===== config.mk =====
export PLATFORM = sky130hd
export DESIGN_NAME = acs_top
export DESIGN_NICKNAME = d
export VERILOG_FILES = /design/src/acs_pkg.sv /design/src/acs_conv_if.sv /design/src/acs_irq_unit.sv /design/src/acs_timer.sv /design/src/acs_top.sv
export VERILOG_INCLUDE_DIRS = /design/src /design/src/src
export SDC_FILE = /design/constraint.sdc
export NUM_CORES = 1
export LEC_CHECK = 0
export BUFFER_PORTS_ARGS = -buffer_cell sky130_fd_sc_hd__buf_2
export CORE_ASPECT_RATIO = 0.6
export CORE_MARGIN = 2
export CORE_UTILIZATION = 40
export CTS_BUF_LIST = sky130_fd_sc_hd__clkbuf_8
export DETAILED_ROUTE_END_ITERATION = 10
export SYNTH_ARGS = -nofsm -noshare
export SYNTH_HDL_FRONTEND = slang
export SYNTH_SLANG_ARGS = --single-unit

===== constraint.sdc =====
create_clock -name clock -period 4.9 [get_ports clock]
set_input_delay 0.245 -clock clock [delete_from_list [all_inputs] [get_ports clock]]
set_output_delay 0.245 -clock clock [all_outputs]
set_load 0.03 [all_outputs]

===== src/acs_params.svh =====
`ifndef ACS_PARAMS_SVH
`define ACS_PARAMS_SVH

// ----------------------------------------------------------------
// Register indices on the plain register port
// ----------------------------------------------------------------
`define ACS_ADDR_CTRL1      3'h0
`define ACS_ADDR_CTRL2      3'h1
`define ACS_ADDR_RESULT     3'h2
`define ACS_ADDR_STATUS     3'h3
`define ACS_ADDR_IRQ_STAT   3'h4
`define ACS_ADDR_IRQ_MASK   3'h5

// ----------------------------------------------------------------
// Field positions
// ----------------------------------------------------------------
`define ACS_CR1_START       7
`define ACS_CR1_AIN_DIS     4
`define ACS_CR1_CHAN_HI     3
`define ACS_CR1_CHAN_LO     0
`define ACS_CR2_REF_ON      5
`define ACS_CR2_TIME_HI     3
`define ACS_CR2_TIME_LO     1
`define ACS_ST_END          5
`define ACS_ST_BUSY         4
`define ACS_EV_DONE         0
`define ACS_EV_ABORT        1
`define ACS_NUM_EV          2

// ----------------------------------------------------------------
// Reset values
// ----------------------------------------------------------------
`define ACS_CR1_RST         8'h10
`define ACS_CR2_RST         8'h00
`define ACS_RESULT_RST      8'h00
`define ACS_MASK_RST        2'h0

// ----------------------------------------------------------------
// Conversion times in system clock periods
// ----------------------------------------------------------------
`define ACS_CNT_W           11
`define ACS_CYC_39          11'h027
`define ACS_CYC_78          11'h04e
`define ACS_CYC_156         11'h09c
`define ACS_CYC_312         11'h138
`define ACS_CYC_624         11'h270
`define ACS_CYC_1248        11'h4e0

`endif


===== src/acs_pkg.sv =====
`include "acs_params.svh"

package acs_pkg;

  typedef enum logic [2:0] {
    ACS_T39   = 3'b000,
    ACS_RSV1  = 3'b001,
    ACS_T78   = 3'b010,
    ACS_T156  = 3'b011,
    ACS_T312  = 3'b100,
    ACS_T624  = 3'b101,
    ACS_T1248 = 3'b110,
    ACS_RSV7  = 3'b111
  } acs_time_e;

  typedef enum logic {
    ACS_IDLE = 1'b0,
    ACS_CONV = 1'b1
  } acs_conv_state_e;

  typedef struct packed {
    acs_conv_state_e          state;
    logic [`ACS_CNT_W-1:0]    remain;
    logic                     done;
  } acs_timer_s;

  typedef struct packed {
    logic [`ACS_NUM_EV-1:0]   status;
    logic [`ACS_NUM_EV-1:0]   mask;
    logic                     irq;
  } acs_irq_s;

  typedef struct packed {
    logic [7:0]               ctrl1;
    logic [7:0]               ctrl2;
    logic [7:0]               result;
    logic                     end_flag;
    logic                     done_irq;
    logic [7:0]               rdata;
  } acs_top_s;

endpackage : acs_pkg


===== src/acs_conv_if.sv =====
`timescale 1ns/10ps

interface acs_conv_if;
  logic                start;
  logic                abort;
  acs_pkg::acs_time_e  time_code;
  logic                busy;
  logic                done;

  modport seq   (output start, output abort, output time_code, input busy, input done);
  modport timer (input start, input abort, input time_code, output busy, output done);
endinterface : acs_conv_if


===== src/acs_irq_unit.sv =====
`timescale 1ns/10ps

`include "acs_params.svh"

module acs_irq_unit (
  // Clock and reset
  input  wire logic                   clock,
  input  wire logic                   arst_n,
  // Events and software access
  input  wire logic [`ACS_NUM_EV-1:0] event_set,
  input  wire logic                   status_rd,
  input  wire logic                   mask_wr,
  input  wire logic [`ACS_NUM_EV-1:0] mask_wdata,
  // State
  output logic      [`ACS_NUM_EV-1:0] status,
  output logic      [`ACS_NUM_EV-1:0] mask,
  output logic                        irq
);

  acs_pkg::acs_irq_s s;
  acs_pkg::acs_irq_s next_s;

  always_comb begin
    next_s = s;
    // An event in the clearing read's cycle survives the read
    for (int i = 0; i < `ACS_NUM_EV; i++) begin
      next_s.status[i] = (s.status[i] && !status_rd) || event_set[i];
    end
    if (mask_wr) begin
      next_s.mask = mask_wdata;
    end
    next_s.irq = |(next_s.status & next_s.mask);
  end

  always_ff @(posedge clock or negedge arst_n) begin
    if (!arst_n) begin
      s <= '{status: '0, mask: `ACS_MASK_RST, irq: 1'b0};
    end else begin
      s <= next_s;
    end
  end

  assign status = s.status;
  assign mask   = s.mask;
  assign irq    = s.irq;
endmodule : acs_irq_unit


===== src/acs_timer.sv =====
`timescale 1ns/10ps

`include "acs_params.svh"

module acs_timer (
  // Clock and reset
  input wire logic  clock,
  input wire logic  arst_n,
  // Sequencer side
  acs_conv_if.timer conv
);

  acs_pkg::acs_timer_s s;
  acs_pkg::acs_timer_s next_s;

  // Reserved codes run the longest time so a bad setting never shortens sampling
  // code to cycle count
  function automatic logic [`ACS_CNT_W-1:0] conv_cycles(input acs_pkg::acs_time_e code);
    unique case (code)
      acs_pkg::ACS_T39:   conv_cycles = `ACS_CYC_39;
      acs_pkg::ACS_T78:   conv_cycles = `ACS_CYC_78;
      acs_pkg::ACS_T156:  conv_cycles = `ACS_CYC_156;
      acs_pkg::ACS_T312:  conv_cycles = `ACS_CYC_312;
      acs_pkg::ACS_T624:  conv_cycles = `ACS_CYC_624;
      acs_pkg::ACS_T1248: conv_cycles = `ACS_CYC_1248;
      acs_pkg::ACS_RSV1:  conv_cycles = `ACS_CYC_1248;
      acs_pkg::ACS_RSV7:  conv_cycles = `ACS_CYC_1248;
    endcase
  endfunction : conv_cycles

  always_comb begin
    next_s      = s;
    next_s.done = 1'b0;
    unique case (s.state)
      acs_pkg::ACS_IDLE: begin
        if (conv.start && !conv.abort) begin
          next_s.state  = acs_pkg::ACS_CONV;
          next_s.remain = conv_cycles(conv.time_code) - `ACS_CNT_W'(1);
        end
      end
      acs_pkg::ACS_CONV: begin
        if (conv.abort) begin
          next_s.state = acs_pkg::ACS_IDLE;
        end else if (s.remain == '0) begin
          next_s.state = acs_pkg::ACS_IDLE;
          next_s.done  = 1'b1;
        end else begin
          next_s.remain = s.remain - `ACS_CNT_W'(1);
        end
      end
    endcase
  end

  always_ff @(posedge clock or negedge arst_n) begin
    if (!arst_n) begin
      s <= '{state: acs_pkg::ACS_IDLE, remain: '0, done: 1'b0};
    end else begin
      s <= next_s;
    end
  end

  assign conv.busy = (s.state == acs_pkg::ACS_CONV);
  assign conv.done = s.done;
endmodule : acs_timer


===== src/acs_top.sv =====
// The placing of the registers and the address-and-strobe port were chosen for this implementation.
`timescale 1ns/10ps
`include "acs_params.svh"

// Contract
// - Start bit launches conversion of selected channel
// - Completion stores result, sets flag, requests interrupt
// - Start bit clears itself after launch
// - Completion only after selected conversion time
// - Reading result clears end flag
// - Restart clears end flag, keeps old result
// - Stop/slow aborts and resets both controls
// - Stop/slow discards held result
// - No automatic resume after low power
// - Stop/slow disconnects analog reference
// - Result is full unsigned 8-bit code
// - Busy flag tracks running conversion
// - Time codes map to fixed cycle counts
// - Low power holds controls, ignores writes

module acs_top (
  // Clock and reset
  input  wire logic       clock,
  input  wire logic       arst_n,
  // Register port
  input  wire logic [2:0] reg_addr,
  input  wire logic [7:0] reg_wdata,
  input  wire logic       reg_wr,
  input  wire logic       reg_rd,
  output logic      [7:0] reg_rdata,
  // Power modes
  input  wire logic       stop_slow_mode,
  input  wire logic       sleep_mode,
  // Analog front end
  input  wire logic [7:0] conv_code,
  output logic      [3:0] channel_select,
  output logic            analog_input_disable,
  output logic            ref_current_on,
  output logic            sample_active,
  // Interrupts
  output logic            conv_done_irq,
  output logic            irq
);

  // ----------------------------------------------------------------
  // State and sub-blocks
  // ----------------------------------------------------------------
  acs_pkg::acs_top_s              s;
  acs_pkg::acs_top_s              next_s;
  acs_conv_if                     conv ();
  logic [`ACS_NUM_EV-1:0]         ev_set;
  logic [`ACS_NUM_EV-1:0]         ev_status;
  logic [`ACS_NUM_EV-1:0]         ev_mask;
  logic                           low_power;
  logic                           start_take;
  logic                           wr_ctrl1;
  logic                           wr_ctrl2;
  logic                           rd_result;
  logic                           rd_irq_stat;
  logic                           wr_irq_mask;

  function automatic logic hit(input logic strobe, input logic [2:0] addr,
                               input logic [2:0] target);
    hit = strobe && (addr == target);
  endfunction : hit

  assign low_power   = stop_slow_mode || sleep_mode;
  assign wr_ctrl1    = hit(reg_wr, reg_addr, `ACS_ADDR_CTRL1);
  assign wr_ctrl2    = hit(reg_wr, reg_addr, `ACS_ADDR_CTRL2);
  assign rd_result   = hit(reg_rd, reg_addr, `ACS_ADDR_RESULT);
  assign rd_irq_stat = hit(reg_rd, reg_addr, `ACS_ADDR_IRQ_STAT);
  assign wr_irq_mask = hit(reg_wr, reg_addr, `ACS_ADDR_IRQ_MASK);

  assign conv.start     = s.ctrl1[`ACS_CR1_START];
  assign conv.abort     = stop_slow_mode;
  assign conv.time_code = acs_pkg::acs_time_e'(s.ctrl2[`ACS_CR2_TIME_HI:`ACS_CR2_TIME_LO]);

  // A start while busy is dropped: the timer only listens when idle
  assign start_take = conv.start && !conv.busy && !stop_slow_mode;

  acs_timer u_timer (
    .clock  (clock),
    .arst_n (arst_n),
    .conv   (conv.timer)
  );

  assign ev_set[`ACS_EV_DONE]  = conv.done && !stop_slow_mode;
  assign ev_set[`ACS_EV_ABORT] = conv.busy && stop_slow_mode;

  acs_irq_unit u_irq (
    .clock      (clock),
    .arst_n     (arst_n),
    .event_set  (ev_set),
    .status_rd  (rd_irq_stat),
    .mask_wr    (wr_irq_mask),
    .mask_wdata (reg_wdata[`ACS_NUM_EV-1:0]),
    .status     (ev_status),
    .mask       (ev_mask),
    .irq        (irq)
  );

  // ----------------------------------------------------------------
  // Next state
  // ----------------------------------------------------------------
  always_comb begin
    next_s          = s;
    next_s.done_irq = conv.done;

    if (s.ctrl1[`ACS_CR1_START]) begin
      next_s.ctrl1[`ACS_CR1_START] = 1'b0;
    end

    if (start_take) begin
      next_s.end_flag = 1'b0;
    end

    if (rd_result) begin
      next_s.end_flag = 1'b0;
    end

    if (conv.done) begin
      next_s.result   = conv_code;
      next_s.end_flag = 1'b1;
    end

    if (wr_ctrl1) begin
      next_s.ctrl1 = reg_wdata;
    end
    if (wr_ctrl2) begin
      next_s.ctrl2 = reg_wdata;
    end

    if (low_power) begin
      next_s.ctrl1 = `ACS_CR1_RST;
      next_s.ctrl2 = `ACS_CR2_RST;
    end

    if (stop_slow_mode) begin
      next_s.result   = `ACS_RESULT_RST;
      next_s.end_flag = 1'b0;
      next_s.done_irq = 1'b0;
    end

    // Read data live for exactly one cycle after the strobe
    next_s.rdata = 8'h00;
    if (reg_rd) begin
      unique case (reg_addr)
        `ACS_ADDR_CTRL1:    next_s.rdata = s.ctrl1;
        `ACS_ADDR_CTRL2:    next_s.rdata = s.ctrl2;
        `ACS_ADDR_RESULT:   next_s.rdata = s.result;
        `ACS_ADDR_STATUS: begin
          next_s.rdata[`ACS_ST_END]  = s.end_flag;
          next_s.rdata[`ACS_ST_BUSY] = conv.busy;
        end
        `ACS_ADDR_IRQ_STAT: next_s.rdata = {6'h00, ev_status};
        `ACS_ADDR_IRQ_MASK: next_s.rdata = {6'h00, ev_mask};
        default:            next_s.rdata = 8'h00;
      endcase
    end
  end

  // ----------------------------------------------------------------
  // State register
  // ----------------------------------------------------------------
  always_ff @(posedge clock or negedge arst_n) begin
    if (!arst_n) begin
      s <= '{ctrl1: `ACS_CR1_RST, ctrl2: `ACS_CR2_RST, result: `ACS_RESULT_RST,
             end_flag: 1'b0, done_irq: 1'b0, rdata: 8'h00};
    end else begin
      s <= next_s;
    end
  end

  // ----------------------------------------------------------------
  // Outputs
  // ----------------------------------------------------------------
  assign reg_rdata            = s.rdata;
  assign channel_select       = s.ctrl1[`ACS_CR1_CHAN_HI:`ACS_CR1_CHAN_LO];
  assign analog_input_disable = s.ctrl1[`ACS_CR1_AIN_DIS];
  assign ref_current_on       = s.ctrl2[`ACS_CR2_REF_ON];
  assign sample_active        = conv.busy;
  assign conv_done_irq        = s.done_irq;
endmodule : acs_top


# Yosys cells after proc, flatten, opt, wreduce, memory -nomap -nowiden

Memories as Yosys holds them, arrays and structs flattened.
Index checks and enable logic that the tools add are counted.

Register bits after elaboration: 52
Memory bits (read-only): 88
Input bits: 25
Output and inout port bits: 17
Logic and storage cells: 74
Memories kept: 1

Memories:

| name            | words | bits a word | read ports | clocked after memory_dff | write ports | line            | source |
|---|---|---|---|---|---|---|---|
| (no name shown) | 8     | 11          | 1          | 0                        | 0           | acs_timer.sv:19 | `unique case (code)` |

Add/subtract/negate cells: 2
Eq/ne operators: 8
Muxes and demuxes: 22
Bitwise logic cells: 2
Reduce and logical (&&, ||, !) cells: 26

Operator list:

| operator                                             | count |
|---|---|
| two-way mux 11 bit                                   | 3 |
| two-way mux 12 bit                                   | 2 |
| two-way mux 8 bit                                    | 3 |
| case mux 12 bit (2 select lines)                     | 1 |
| subtractor 11 x 1 -> 11 bit (second input constant)  | 2 |
| case mux 4 bit (5 select lines)                      | 1 |
| two-way mux 16 bit                                   | 1 |
| logical AND 1 bit                                    | 12 |
| logical NOT 11 bit                                   | 1 |
| two-way mux 10 bit                                   | 1 |
| two-way mux 9 bit                                    | 1 |
| case mux 2 bit (4 select lines)                      | 1 |
| equality test 3 x 2 -> 1 bit (second input constant) | 2 |
| equality test 3 bit (second input constant)          | 2 |
| two-way mux 1 bit                                    | 6 |
| case mux 2 bit (3 select lines)                      | 1 |
| nonzero test 2 bit                                   | 3 |
| != test 2 bit (second input constant)                | 2 |
| nonzero test 4 bit                                   | 1 |
| equality test 3 x 1 -> 1 bit (second input constant) | 1 |
| logical NOT 1 bit                                    | 3 |
| logical NOT 3 bit                                    | 1 |
| logical OR 1 bit                                     | 3 |
| AND reduction 3 bit                                  | 1 |
| other kinds (5)                                      | 5 |

# Longest topological paths before layout

Depth in word-level cells: 7
Depth in mapped cells: 7
Mapped depth without buffers: 7

# By module

A second synthesis with hierarchy kept.

Cells, all modules: 280
Area, all modules: 2900.3 µm²

By module, submodules not included:

| module       | instances | cells an instance | area an instance (µm²) | seq. area each (µm²) |
|---|---|---|---|---|
| acs_top      | 1         | 148               | 1694.1                 | 852.1 |
| acs_timer    | 1         | 121               | 1027.2                 | 325.3 |
| acs_irq_unit | 1         | 11                | 178.9                  | 125.1 |

# Worst setup path before layout

No wires, ideal clock.

Path type: register to register
Start: reg u_timer.s[1] in the netlist's numbering
End: reg u_timer.s[8] in the netlist's numbering
Setup time: 0.082 ns
Data arrival time: 1.634 ns
Required time: 4.818 ns
Setup slack: 3.184 ns
Stages on the path, launching flop included: 7
Buffers on the path: 0
Cell sequence: dfrtp_1 > inv_1 > ha_1 > nor4b_2 > a31o_4 > or4_1 > a31oi_1

Word-level cells in the longest chain between the ends: 4

Ends and longest elaborated chain:

| element                          | line            | source |
|---|---|---|
| start: declaration               | acs_timer.sv:13 | `acs_pkg::acs_timer_s s;` |
| start signal: assignment         | acs_timer.sv:56 | `s <= '{state: acs_pkg::ACS_IDLE, remain: '0, done: 1'b0};` |
| start signal: assignment         | acs_timer.sv:58 | `s <= next_s;` |
| subtractor 11 x 1 -> 11 bit      | acs_timer.sv:48 | `` next_s.remain = s.remain - `ACS_CNT_W'(1); `` |
| two-way mux 11 bit               | acs_timer.sv:44 | `end else if (s.remain == '0) begin` |
| two-way mux 12 bit               | acs_timer.sv:42 | `if (conv.abort) begin` |
| case mux 12 bit (2 select lines) | acs_timer.sv:34 | `unique case (s.state)` |

Several ways; a longest one is shown, not always the timed one. The select of a mux whose other input is x is not followed.
A chain may end at the register's enable or synchronous reset.

# Worst setup path in the final report

Ends and elaborated chain as after synthesis.

==> impl_metrics.json <==
{
  "status": "completed",
  "vias": 2083,
  "syn_avg_cell_area_um2": 10.1,
  "crit_type": "flip-flop to flip-flop",
  "grt_max_degree": 53,
  "worstRegToRegCells": 6,
  "worst_pin_slew_ns": 0.928,
  "synth.net_count": 313,
  "final_antenna_net_count": 0,
  "yosysTopAreaCellShare_pct": 45.4,
  "root_buffer": "clkbuf_8",
  "seq_power_share_pct": 52.7,
  "post-route-drc-count": 0,
  "die_y_um": 68.9,
  "synthTopCellsByArea": "dfrtp_1, mux2i_1, nor2_1, ha_1, buf_4",
  "switchingPower_w": 0.000245,
  "post-route-period-util_pct": 38.5,
  "rr_startpoint": "u_timer.s[1]",
  "grt_pass1_vias": 1921,
  "cp.required_ns": 5.13,
  "die_w_um": 112,
  "clk_path_buf_depth": 2,
  "initial_core_util_pct": 41.8,
  "synthArstFlopShare_pct": 100,
  "antenna_found_initial": 0,
  "yosysMostFrequentCell": "dfrtp_1",
  "yosys_warnings": 0,
  "routed_wirelength_mm": 6.28,
  "drt_iter0_markers": 114,
  "viasPerCell": 5.31,
  "syn_area_um2": 2810,
  "p_per_area_nw_per_um2": 288,
  "hold_class": "input port to asynchronous set/reset pin",
  "pin_count": 42,
  "post-dp-hpwl_mm": 4.57,
  "synth-simple-area-share_pct": 19.7,
  "internal_power_w": 0.000650,
  "finalSetupViolCount": 0,
  "startpoint": "u_timer.s[1]",
  "gp_congestion": 0.836,
  "overflow": 0,
  "synth_edf_count": 0,
  "grt_pass1_wl_mm": 10.1,
  "clk_pin_slew_ns": 0.09,
  "synth_top_family_by_area": "simple AND/OR/NAND/NOR gates",
  "fmax_ghz": 0.530,
  "row_count": 23,
  "synth_cells": 279,
  "antennaDiodeCount": 0,
  "drv_slew": 0,
  "cp-start-kind": "flip-flop",
  "synth-compound-area-share_pct": 12.0,
  "finalClockSkew_ns": 0.00603,
  "die-area_um2": 7740,
  "cap_viol_max_count": 0,
  "path_max_fanout": 16,
  "r2r-end": "u_timer.s[8]",
  "fill_cells": 666,
  "power_w": 0.000895,
  "ys_top_cells_by_count": "dfrtp_1, nor2_1, nand2_1",
  "yosysTopAreaCell": "dfrtp_1",
  "timing.final.crit_period_ns": 1.89,
  "max-slew-margin-rel_pct": 38.0,
  "ys_types": 52,
  "synthToLayoutAreaGrowth_pct": 10.5,
  "postCtsSetupBuffers": 0,
  "reg2reg_setup_slack_ns": 3.01,
  "grt_usage_pct": 16.9,
  "tns_ns": 0,
  "ir_drop_v": 0.000124,
  "cts.htree.levels": 2,
  "cts_hold_buf": 0,
  "clock-sinks": 52,
  "cts_tree": "built",
  "clkPwrFrac_pct": 33.0,
  "nNetsFinal": 338,
  "share_comb_of_total_power_pct": 14.3,
  "leakage_nw": 1.42,
  "cts_inserted_buffers": 5,
  "worstPathArrival_ns": 2.12,
  "drive_gt1_share_pct": 21.6,
  "core_area_um2": 6730,
  "ys.flop_type": "dfrtp_1",
  "synth.ff_latch_count": 52,
  "crit_path_end_kind": "flip-flop",
  "first_pass_iters": 4,
  "yosysSeqAreaShare_pct": 46.3,
  "p_sw_share_pct": 27.3,
  "grt_setup_unrepaired": "no",
  "port_buffers": 41,
  "synthMuxAreaShare_pct": 10.8,
  "synthAdderAreaFrac_pct": 4.01,
  "wire_per_inst_um": 16.0,
  "clk_latency_ns": 0.31,
  "synth_xor_xnor_area_share_pct": 0.623,
  "hold_viol": 0,
  "post_cts_resized": 0
}
==> registers in the layout, indices dropped and copies added (netlist names), 2 cells and up <==
| signal | count |
|---|---|
| channel_select | 4 |
| conv.time_code | 3 |
| reg_rdata | 8 |
| s | 15 |
| u_irq.mask | 2 |
| u_irq.status | 2 |
| u_timer.s | 11 |
==> routing by layer <==
metal	GRT usage, %	vias to the layer above	part of all wire (%)
met3	4.37	2	4.9
li1	-	1010	-
met2	22.6	43	39
met4	3.66	0	0.60
met1	26.6	1028	56
met5	0	-	0
==> worst max-delay path, stage by stage (launching register included) <==
cell and delay, ns:
dfrtp_1 0.41, inv_1 0.08, ha_1 0.19, nor4b_2 0.18, a31o_4 0.31, or4_1 0.47, a31oi_1 0.17
==> worst max path at each step <==
stage               endpoint  slack (ns)  cells after the start
5_1_grt        u_timer.s[11]        2.87                      6
3_3_place_gp    u_timer.s[8]        3.08                      6
2_1_floorplan   u_timer.s[8]        3.18                      6
3_5_place_dp    u_timer.s[8]        3.02                      6
6_report        u_timer.s[8]        3.01                      6
4_1_cts         u_timer.s[8]        3.02                      6
==> logic make-up after synthesis <==
| logic type | after synthesis |
|---|---|
| fa+ha+maj | 9 |
| simple gates | 105 |
| mux | 25 |
| flops | 52 |
| buf+inv | 34 |
| xor+xnor | 2 |
| compound gates | 52 |
==> through the flow <==
step | hold WS, ns | setup slack [ns] | cell area, µm² | instances | utilization, %
floorplan | -0.0506 | 3.18 | 2810 | 279 | -
global placement | 0.412 | 3.08 | 2990 | 384 | 44.5
detailed placement | 0.412 | 3.02 | 2990 | 384 | 44.5
CTS | 0.0707 | 3.02 | 3110 | 392 | 46.1
global route | 0.102 | 2.87 | 3110 | 392 | 46.1
finish | 0.0513 | 3.01 | 3110 | 392 | 46.1
==> cell type report <==
cell class                      instances  area [µm²]  area share, %
Tap cell                               87         109           3.51
Timing Repair Buffer                   43         220           7.09
Inverter                                9        33.8           1.09
Clock buffer                            5        68.8           2.22
Sequential cell                        52        1300           41.9
Multi-Input combinational cell        193        1330           42.8
Clock inverter                          3        42.5           1.37
==> cell usage in the layout, fill, tap and decap left out, drive strengths merged, types with 2 or more instances in the layout <==
| cell type | netlist | routed |
|---|---|---|
| nor3 | 3 | 3 |
| a22o | 3 | 3 |
| o211ai | 2 | 2 |
| clkbuf | 8 | 5 |
| nor2b | 4 | 4 |
| mux2 | 2 | 2 |
| or3 | 6 | 6 |
| buf | 17 | 43 |
| nand2b | 9 | 9 |
| nand3 | 6 | 6 |
| dfrtp | 51 | 51 |
| or4 | 2 | 2 |
| or2 | 3 | 3 |
| inv | 9 | 9 |
| a21oi | 18 | 18 |
| ha | 9 | 9 |
| mux2i | 19 | 19 |
| a31oi | 6 | 6 |
| a21boi | 2 | 2 |
| nand2 | 23 | 23 |
| nor2 | 39 | 39 |
| nor4b | 3 | 3 |
| mux4 | 4 | 4 |
| nand3b | 2 | 2 |
| o21ai | 10 | 10 |
==> power groups by stage <==
stage | combinational [W] | clock, W | sequential, W
after floorplan | 0.0000835 | 0 | 0.000474
final | 0.000128 | 0.000295 | 0.000472
after CTS | 0.000128 | 0.000307 | 0.000471
after global routing | 0.000142 | 0.000329 | 0.000475
after detailed placement | 0.000127 | 0 | 0.000479
after global placement | 0.000125 | 0 | 0.000479
Power figures use the tool's default switching activity.
